File: config.mk
export PLATFORM = sky130hd
export DESIGN_NAME = pdd_regs
export DESIGN_NICKNAME = d
export VERILOG_FILES = /design/src/pdd_pkg.sv /design/src/pdd_regs.sv
export SDC_FILE = /design/constraint.sdc
export NUM_CORES = 1
export LEC_CHECK = 0
export BUFFER_PORTS_ARGS = -buffer_cell sky130_fd_sc_hd__buf_2
export CAP_MARGIN = 40
export CORE_ASPECT_RATIO = 1.75
export CORE_MARGIN = 2
export CORE_UTILIZATION = 25
export CTS_CLUSTER_DIAMETER = 40
export DETAILED_ROUTE_END_ITERATION = 6
export PLACE_DENSITY_LB_ADDON = 0.05
export RECOVER_POWER = 50
export SLEW_MARGIN = 20
export SYNTH_ARGS = -nofsm -noshare
export SYNTH_HDL_FRONTEND = slang
export SYNTH_SLANG_ARGS = --single-unit
File: constraint.sdc
create_clock -name ref_clk -period 2.07 [get_ports ref_clk]
set_clock_uncertainty 0.1 [all_clocks]
set_input_delay 0.414 -clock ref_clk [delete_from_list [all_inputs] [get_ports ref_clk]]
set_output_delay 0.414 -clock ref_clk [all_outputs]
set_load 0.01 [all_outputs]
File: src/pdd_pkg.sv
// package: offsets, defaults, field layouts and states of the power-down / dynamic delay bank
package pdd_pkg;
    localparam int          ADDR_W          = 13;
    localparam int          DATA_W          = 8;
    localparam int          CLK_OUTS        = 7;
    localparam int          STEP_W          = 8;

    localparam logic [12:0] OFS_POWER       = 13'h0140;
    localparam logic [12:0] OFS_DLY_ENABLE  = 13'h0141;
    localparam logic [12:0] OFS_STEP_COUNT  = 13'h0142;

    localparam logic [7:0]  RST_POWER       = 8'hE0;
    localparam logic [7:0]  RST_DLY_ENABLE  = 8'h00;
    localparam logic [7:0]  RST_STEP_COUNT  = 8'h00;

    localparam logic [1:0]  SYNC_MODE_SPI_PULSER = 2'h3;
    localparam logic [7:0]  STEP_NONE       = 8'h00;
    localparam logic [7:0]  STEP_ONE        = 8'h01;

    // minimum spacing of successive delay adjustments in ns, rounded up to ref_clk cycles
    localparam int          STEP_GAP_NS     = 40;
    localparam int          CLK_PERIOD_NS   = 10;
    localparam int          STEP_GAP_CYC    = (STEP_GAP_NS + CLK_PERIOD_NS - 1) / CLK_PERIOD_NS;
    localparam logic [3:0]  GAP_LOAD        = 4'(STEP_GAP_CYC - 1);
    localparam logic [3:0]  GAP_ZERO        = 4'h0;

    // bit order matches the power register, bit 7 first
    typedef struct packed {
        logic first_loop_power_off;
        logic osc_regulator_power_off;
        logic osc_core_power_off;
        logic ref_osc_input_power_off;
        logic frame_ref_global_power_off;
        logic frame_ref_core_power_off;
        logic frame_ref_delay_power_off;
        logic frame_ref_pulser_power_off;
    } pdd_power_s;

    typedef struct packed {
        logic                dyn_delay_frame_ref_enable;
        logic [CLK_OUTS-1:0] dyn_delay_clock_enable;
    } pdd_dly_enable_s;

    typedef struct packed {
        logic              wr_en;
        logic              rd_en;
        logic [ADDR_W-1:0] addr;
        logic [DATA_W-1:0] wdata;
    } pdd_req_s;

    // gray along idle -> step -> gap -> step
    typedef enum logic [1:0] {
        PDD_IDLE = 2'b00,
        PDD_STEP = 2'b01,
        PDD_GAP  = 2'b11
    } pdd_state_e;
endpackage

File: src/pdd_regs.sv
// file: power-down and dynamic digital delay register bank with step sequencer
`timescale 1ns/1ps
`default_nettype none

module pdd_regs (
    input  wire logic                              ref_clk,
    input  wire logic                              reset_n,
    input  wire pdd_pkg::pdd_req_s                 req,
    output logic [pdd_pkg::DATA_W-1:0]             rdata_q,
    output logic                                   rvalid_q,
    input  wire logic [1:0]                        sync_mode,
    input  wire logic                              pulse_burst_length_wr,
    output pdd_pkg::pdd_power_s                    power_q,
    output pdd_pkg::pdd_dly_enable_s               dly_enable_q,
    output logic [pdd_pkg::STEP_W-1:0]             dyn_delay_step_total_q,
    output logic                                   frame_ref_mode_allowed_q,
    output logic                                   sync_allowed_q,
    output logic                                   frame_ref_disable_mode_act_q,
    output logic                                   pulser_fire_q,
    output logic [pdd_pkg::CLK_OUTS-1:0]           clock_step_q,
    output logic                                   frame_ref_step_q,
    output logic                                   step_busy_q
);
    import pdd_pkg::*;

    pdd_power_s        power_d;
    pdd_dly_enable_s   dly_enable_d;
    logic [STEP_W-1:0] step_total_d;
    logic [DATA_W-1:0] rdata_d;
    logic              rvalid_d;
    logic              mode_allowed_d;
    logic              sync_allowed_d;
    logic              disable_act_d;
    logic              pulser_fire_d;

    // step sequencer
    pdd_state_e        state_q;
    pdd_state_e        state_d;
    logic [STEP_W-1:0] left_q;
    logic [STEP_W-1:0] left_d;
    logic [3:0]        gap_q;
    logic [3:0]        gap_d;
    logic [CLK_OUTS-1:0] clock_step_d;
    logic              frame_step_d;
    logic              step_now;
    logic              busy_d;
    // write strobes decoded once; step_wr is shared by the bank and the sequencer
    logic              step_wr;
    logic              power_wr;
    logic              enable_wr;

    // address match, shared by reads and writes
    function automatic logic hit(input pdd_req_s r, input logic [ADDR_W-1:0] ofs);
        hit = r.addr == ofs;
    endfunction

    // write strobe for one offset; unmapped offsets match nothing and are dropped
    function automatic logic wr_hit(input pdd_req_s r, input logic [ADDR_W-1:0] ofs);
        wr_hit = r.wr_en && hit(r, ofs);
    endfunction

    assign power_wr  = wr_hit(req, OFS_POWER);
    assign enable_wr = wr_hit(req, OFS_DLY_ENABLE);
    // only the register port can start an adjustment run
    assign step_wr   = wr_hit(req, OFS_STEP_COUNT);

    // register bank: writes land next edge, derived controls with them
    always_comb begin
        power_d        = power_q;
        dly_enable_d   = dly_enable_q;
        step_total_d   = dyn_delay_step_total_q;
        if (power_wr) begin
            power_d = pdd_power_s'(req.wdata);
        end
        if (enable_wr) begin
            dly_enable_d = pdd_dly_enable_s'(req.wdata);
        end
        if (step_wr) begin
            step_total_d = req.wdata;
        end

        // a read beside a write to the same offset sees the old value
        rvalid_d = req.rd_en;
        rdata_d  = '0;
        if (req.rd_en) begin
            if (hit(req, OFS_POWER)) begin
                rdata_d = power_q;
            end else if (hit(req, OFS_DLY_ENABLE)) begin
                rdata_d = dly_enable_q;
            end else if (hit(req, OFS_STEP_COUNT)) begin
                rdata_d = dyn_delay_step_total_q;
            end
        end

        // derived controls come from the next stored bits and update on the same edge
        mode_allowed_d = !power_d.frame_ref_core_power_off;
        sync_allowed_d = !power_d.frame_ref_core_power_off;
        disable_act_d  = power_d.frame_ref_global_power_off;

        // pulser needs core and pulser powered and the register-driven sync mode
        // delay power is left to the host, which must keep it up during sync
        pulser_fire_d  = pulse_burst_length_wr && sync_mode == SYNC_MODE_SPI_PULSER
                         && !power_q.frame_ref_core_power_off
                         && !power_q.frame_ref_pulser_power_off;
    end

    always_ff @(posedge ref_clk) begin
        if (!reset_n) begin
            // derived outputs reset to what the default power bits imply
            power_q                      <= pdd_power_s'(RST_POWER);
            dly_enable_q                 <= pdd_dly_enable_s'(RST_DLY_ENABLE);
            dyn_delay_step_total_q       <= RST_STEP_COUNT;
            rdata_q                      <= '0;
            rvalid_q                     <= 1'b0;
            frame_ref_mode_allowed_q     <= 1'b1;
            sync_allowed_q               <= 1'b1;
            frame_ref_disable_mode_act_q <= 1'b0;
            pulser_fire_q                <= 1'b0;
        end else begin
            power_q                      <= power_d;
            dly_enable_q                 <= dly_enable_d;
            dyn_delay_step_total_q       <= step_total_d;
            rdata_q                      <= rdata_d;
            rvalid_q                     <= rvalid_d;
            frame_ref_mode_allowed_q     <= mode_allowed_d;
            sync_allowed_q               <= sync_allowed_d;
            frame_ref_disable_mode_act_q <= disable_act_d;
            pulser_fire_q                <= pulser_fire_d;
        end
    end

    // step sequencer: a new write restarts the run with the new count
    // a zero count cancels a run in progress; sync mode is not checked here
    always_comb begin
        state_d      = state_q;
        left_d       = left_q;
        gap_d        = gap_q;
        step_now     = 1'b0;
        if (step_wr) begin
            left_d  = req.wdata;
            gap_d   = GAP_ZERO;
            state_d = (req.wdata == STEP_NONE) ? PDD_IDLE : PDD_STEP;
        end else begin
            case (state_q)
                PDD_IDLE: begin
                    state_d = PDD_IDLE;
                end
                PDD_STEP: begin
                    // the last step drops busy in the cycle its strobe leaves
                    step_now     = 1'b1;
                    left_d       = left_q - STEP_ONE;
                    gap_d        = GAP_LOAD;
                    state_d      = (left_q == STEP_ONE) ? PDD_IDLE : PDD_GAP;
                end
                PDD_GAP: begin
                    // count down from GAP_LOAD; steps land GAP_LOAD + 2 cycles apart
                    if (gap_q == GAP_ZERO) begin
                        state_d = PDD_STEP;
                    end else begin
                        gap_d = gap_q - 4'h1;
                    end
                end
                default: begin
                    state_d = PDD_IDLE;
                end
            endcase
        end
        busy_d = state_d != PDD_IDLE;
    end

    // one strobe per clock output, each gated by its own enable bit
    generate
        for (genvar g = 0; g < CLK_OUTS; g++) begin : g_clock_step
            assign clock_step_d[g] = step_now && dly_enable_q.dyn_delay_clock_enable[g];
        end
    endgenerate
    // the frame ref outputs share one enable and step together
    assign frame_step_d = step_now && dly_enable_q.dyn_delay_frame_ref_enable;

    // strobes leave flip-flops so the outputs see clean one-cycle pulses
    always_ff @(posedge ref_clk) begin
        if (!reset_n) begin
            state_q          <= PDD_IDLE;
            left_q           <= STEP_NONE;
            gap_q            <= GAP_ZERO;
            clock_step_q     <= '0;
            frame_ref_step_q <= 1'b0;
            step_busy_q      <= 1'b0;
        end else begin
            state_q          <= state_d;
            left_q           <= left_d;
            gap_q            <= gap_d;
            clock_step_q     <= clock_step_d;
            frame_ref_step_q <= frame_step_d;
            step_busy_q      <= busy_d;
        end
    end
endmodule // pdd_regs

`default_nettype wire

==> flow_summary.toml, run 1 <==
[worst_setup_path]
critPathLaunch = "req[19]"
crit_type = "in2reg"
crit_required_ns = 2.16
cp_max_fo = 6
cp-start-kind = "input port"
r2r-start = "left_q[3]$_SDFFE_PN0P_"
cp-end-kind = "flip-flop"
arrival_ns = 1.84

[route]
viasPerCell = 4.48
drt-total-wl_mm = 7.29
remaining_drc_errors = 0
wire_per_inst_um = 15.6
drtIter0Drc = 80
num_vias = 2090
dr.pass1.iters = 4
ant_nets = 0

[yosys]
synthDistinctLibCells = 41
synth_fp_nets = 277
post-synth-top-area-fraction_pct = 47.5
yosys-top-cells-area = "dfxtp_1, mux2i_1, nor2b_1"
yosysMostFrequentCell = "dfxtp_1"
syn-cell-area_um2 = 2450
synth.avg_cell_area_um2 = 9.98
synth_edf_count = 0
synth_flop_cell = "dfxtp_1"
synthArstFlopShare_pct = 0
ys_seq_area_share_pct = 47.5
synth_top_area_cell = "dfxtp_1"
syn_inst = 245
synth-seq-cells = 58
synth_warnings = 0
synth_common_cells = "dfxtp_1, nor2b_1, mux2i_1"

[clocking]
htreeDepth = 3
hold_buffers = 0
cts_inserted_buffers = 9
clkSinkCount = 58
cts_setup_buffers = 0
clk_path_buf_depth = 2
clockRootBuffer = "clkbuf_16"
cts-resized-gates = 0
cts_tree = "yes"
cts.reportedPaths.clkPinSlew_ns = 0.05
insertion_delay_ns = 0.33

[sta]
min_period_over_period_pct = 84.4
tightest_slew_ns = 0.715
slew_violations = 0
fin_setup_tns_ns = 0
whs_ns = 0.230
setup_viol = 0
rsz0062_at_grt = "false"
slew-limit-headroom_pct = 52.3
fin_ws_ns = 0.323
hold_violations = 0
fmax_ghz = 0.572
fin_crit_ns = 1.75

[global_route]
grt_antenna_before_repair = 0
grt_max_degree = 22
grt_pass1_vias = 2112
track_usage_pct = 14.5
overflow = 0
grt_pass1_wl_mm = 11.4

[layout]
antenna_cells = 0
instances_no_fill = 466
final_layout_size_suffix_gt1_share_pct = 18.6
postLayoutCellArea_um2 = 3310
nets = 371
final_core_util_pct = 35.0
area_delta_synth_final_pct = 35.4

[floorplan]
die_w_um = 78.8
core_area_um2 = 9470
ioPinCount = 74
dieArea_um2 = 10600
rows = 47
start_util_pct = 25.8
dieHeight_um = 135

[placed_design]
place.gp.congestion = 0.775
dp_hpwl_mm = 5.61
place.port_buffers = 73
dpl.cell_count = 450
place_area_um2 = 3060
place_ws_ns = 0.0722

[flow_run]
maxCapViolCount = 0

[worst_hold_path]
worstHoldPathType = "in2reg"
holdCritStartpoint = "sync_mode[1]"

[power]
powerDensity_nw_per_um2 = 850
peakVddDrop_uv = 526
total_power_mw = 2.82
leakagePower_nw = 1.41

[outcome]
outcome = "complete, no violations"
area by class of cell:
class / instances / area, um^2
Timing Repair Buffer: 92 / 435
Sequential cell: 58 / 1160
Multi-Input combinational cell: 171 / 1220
Tap cell: 122 / 153
Clock inverter: 5 / 77.6
Inverter: 7 / 26.3
Fill cell: 1019 / 6160
Clock buffer: 11 / 243
final timing paths:
check / to / slack, ns / cells past startpoint
max: rdata_q[0]$_SDFF_PN0_ / 0.32 / 5
min: pulser_fire_q$_SDFF_PN0_ / 0.23 / 3
max reg2reg: state_q[0]$_SDFF_PN0_ / 0.52 / 4
min reg2reg: dyn_delay_step_total_q[1]$_SDFFE_PN0N_ / 0.39 / 2
worst max-delay path, stage by stage:
cell	delay, ns
clkbuf_1	0.10
nor4b_4	0.31
clkbuf_1	0.29
nand3_1	0.28
a2111oi_0	0.44
power breakdown:
part | switching [mW] | internal [mW]
Clock | 0.512 | 1.08
Combinational | 0.0576 | 0.0450
Sequential | 0.000425 | 1.12
Total | 0.570 | 2.25
routing by layer:
| layer | track usage [%] | wire, um |
|---|---|---|
| met1 | 16.1 | 2950 |
| met4 | 8.09 | 184 |
| met3 | 4.01 | 381 |
| met2 | 24.6 | 3780 |
| met5 | 0 | 0 |
placed cells by master (no fill, tap or decap), drive strengths merged, types with 3 or more instances in the layout:
master,n
a2111oi,5
a21oi,8
a22oi,3
and2,11
buf,41
clkbuf,62
dfxtp,58
ha,4
inv,7
mux2i,22
nand2,15
nand2b,5
nand3,5
nand4,7
nor2,14
nor2b,27
nor3,4
nor4,3
nor4b,3
o21ai,6
o2bb2ai,3
xor2,6
kinds of logic (layout without fill, tap and decap cells):
kind of cell               count (synthesis)  after routing  synth area share (%)
muxes                                     23             23                  9.46
buffers and inverters                     16            115                  2.81
AOI/OAI and AO/OA                         34             34                  9.62
DFF                                       58             58                  47.5
adders and majority gates                  4              4                  2.05
xor gates and xnor gates                   7              7                  2.51
and+or+nand+nor                          103            103                  26.1
state kept, by name, indices dropped and copies added (netlist names):
name                          cells
clock_step_q                      7
dly_enable_q                      8
dyn_delay_step_total_q            8
frame_ref_disable_mode_act_q      1
frame_ref_step_q                  1
gap_q                             4
left_q                            8
power_q                           7
pulser_fire_q                     1
rdata_q                           8
rvalid_q                          1
state_q                           2
step_busy_q                       1
sync_allowed_q                    1
No activity file was read; power rests on OpenSTA's default activity.
==> run 2, diff against run 1 <==
Settings changed: ABC_AREA set to 1.
Clock period 2.07 ns to 1.4 ns, I/O delays scaled along.
==> run 2 against run 1 <==
Worst setup slack got worse by 0.26 ns. Die area rose by 5.0%. Largest power group unchanged. Cell count rose by 29%. Sequential share of layout area fell by 3.8 points. Core utilization rose by 1.5 points. Total power rose by 40%. Critical path depth rose by 4. Critical path type is now reg2reg. Via count rose by 28%. Register-to-register slack got worse by 0.45 ns. Combinational power rose by 74%. Count of clock-buffer cells in the layout fell by 1. Synthesized cell count rose by 43%.
==> flow_summary.toml, run 2 <==
[power]
powerDensity_nw_per_um2 = 1060
total_power_mw = 3.94
p_sw_share_pct = 21.7
peakVddDrop_uv = 719
p_int_mw = 3.09
p_switching_mw = 0.854
leakagePower_nw = 1.72
pwr-share-clk_pct = 53.5
share_comb_of_total_power_pct = 4.5
seqPwrFrac_pct = 42.0

[worst_setup_path]
cp_max_fo = 4
cp-start-kind = "flip-flop"
slowest_delay_ns = 0.30
crit_required_ns = 1.51
cp-end-kind = "flip-flop"
critPathLaunch = "gap_q[1]$_SDFFE_PP0P_"
worstPathCellList = "inv_1 > ha_2 > nand3_2 > nand3_2 > nand2_2 > inv_1 > a21oi_2 > a21oi_1 > nor2_1"
worst_path_max_delay_cell = "dfxtp_1"
crit_type = "reg2reg"
r2r-start = "gap_q[1]$_SDFFE_PP0P_"
arrival_ns = 1.44

[yosys]
yosys-top-cells-area = "dfxtp_1, nand2_1, inv_1"
synth_fp_nets = 382
synth_edf_count = 0
post-synth-top-area-fraction_pct = 45.1
synthArstFlopShare_pct = 0
syn_inst = 350
synth-seq-cells = 58
synth_common_cells = "nand2_1, dfxtp_1, inv_1"
synth.avg_cell_area_um2 = 7.35
yosysMostFrequentCell = "nand2_1"
synth_flop_cell = "dfxtp_1"
syn-cell-area_um2 = 2570
ys_seq_area_share_pct = 45.1
synthDistinctLibCells = 29
synth_top_area_cell = "dfxtp_1"
synth_warnings = 0

[route]
remaining_drc_errors = 0
num_vias = 2674
wire_per_inst_um = 15.2
drtIter0Drc = 62
drt-total-wl_mm = 9.10
dr.pass1.iters = 4
ant_nets = 0
viasPerCell = 4.46

[floorplan]
die_w_um = 80.7
ioPinCount = 74
core_area_um2 = 10200
dieHeight_um = 138
rows = 49
dieArea_um2 = 11100
start_util_pct = 25.3

[placed_design]
place.port_buffers = 73
dp_hpwl_mm = 7.57
place.gp.congestion = 0.853
place_ws_ns = -0.305

[clocking]
clkSinkCount = 58
cts_tree = "yes"
clockRootBuffer = "clkbuf_16"
hold_buffers = 0
insertion_delay_ns = 0.32
cts_inserted_buffers = 9
clk_path_buf_depth = 2
htreeDepth = 3
cts.reportedPaths.clkPinSlew_ns = 0.05

[global_route]
grt_antenna_before_repair = 0
overflow = 0
grt_pass1_wl_mm = 14.6
grt_max_degree = 18
track_usage_pct = 17.7
grt_pass1_vias = 2778

[sta]
setup_viol = 0
slew-limit-headroom_pct = 80.8
fin_ws_ns = 0.0670
fin_crit_ns = 1.33
rsz0062_at_grt = "true"
tightest_slew_ns = 0.289
fin_setup_tns_ns = 0
hold_violations = 0
slew_violations = 0
min_period_over_period_pct = 95.2
fmax_ghz = 0.750

[layout]
layout.cells.most_common = "nand2_1"
area_delta_synth_final_pct = 44.4
final_layout_size_suffix_gt1_share_pct = 25.2
nets = 499
antenna_cells = 0
mostFrequentLayoutCells = "nand2_1, dfxtp_1, inv_1"

[worst_hold_path]
worstHoldPathType = "in2reg"
holdCritStartpoint = "sync_mode[1]"

[outcome]
outcome = "complete, no violations"

[flow_run]
maxCapViolCount = 0
## run 2: cell types whose count changed in the layout (fill, tap and decap cells not counted), sizes merged, moves of 7 or more
cell	delta
nor3	+7
nand2	+54
nand3	+36
o21ai	+18
mux2i	-22
a21oi	+13
clkbuf	-9
inv	+49
nor2b	-27
and2	-11
nor2	+16
buf	+35
## run 2: worst paths after layout
check / end / slack (ns) / cells after the start
hold / removal: pulser_fire_q$_SDFF_PN0_ / 0.10 / 3
setup reg to reg: gap_q[1]$_SDFFE_PP0P_ / 0.07 / 9
setup / recovery: gap_q[1]$_SDFFE_PP0P_ / 0.07 / 9
hold reg to reg: gap_q[3]$_SDFFE_PP0P_ / 0.37 / 2
## run 2: critical path, delay by kind of cell (launching register included)
kind | cells | cell delay (ns)
and+or+nand+nor | 4 | 0.26
adders and majority gates | 1 | 0.19
DFF | 1 | 0.30
buffers and inverters | 2 | 0.19
AOI/OAI and AO/OA | 2 | 0.18
## run 2: area by class of cell
type / instances / area, um^2
repair buffers: 119 / 693
inverters: 56 / 210
flip-flops and latches: 58 / 1160
well taps: 127 / 159
fillers: 1142 / 6460
multi-input cells: 223 / 1200
clock buffers: 10 / 229
clock inverters: 6 / 57.6
## run 2: cells by family after synthesis
group / Yosys count / synth area share [%]
compound gates: 54 / 11.3
flops: 58 / 45.1
fa+ha+maj: 4 / 1.95
simple gates: 162 / 29.6
buf+inv: 69 / 11.0
xor+xnor: 3 / 1.02
## run 2: power by group through the flow
stage | Combinational, mW | Sequential [mW] | Clock (mW)
floorplan | 0.0575 | 1.69 | 0
global placement | 0.180 | 1.69 | 0
detailed placement | 0.180 | 1.69 | 0
CTS | 0.181 | 1.65 | 2.17
global route | 0.197 | 1.65 | 2.24
finish | 0.179 | 1.66 | 2.11
## run 2: metal layers
| metal | track usage, % | routed length, um |
|---|---|---|
| met5 | 0 | 0 |
| met4 | 7.76 | 278 |
| met3 | 3.85 | 357 |
| met2 | 34.4 | 5360 |
| met1 | 16.9 | 3110 |
## run 2: timing repair
action                     CTS  global route
gates resized for setup      3            20
pin swaps                    1             6
buffers inserted             3             0
setup endpoints to repair    4            23
## run 2: metrics by stage
step                cells  utilization (%)  hold WS [ns]  instance area (um^2)
floorplan             350                -         0.306                  2570
global placement      580             33.3         0.357                  3380
detailed placement    580             33.3         0.362                  3380
CTS                   599             36.4        0.0885                  3700
global route          599             36.5         0.131                  3710
finish                599             36.5         0.103                  3710
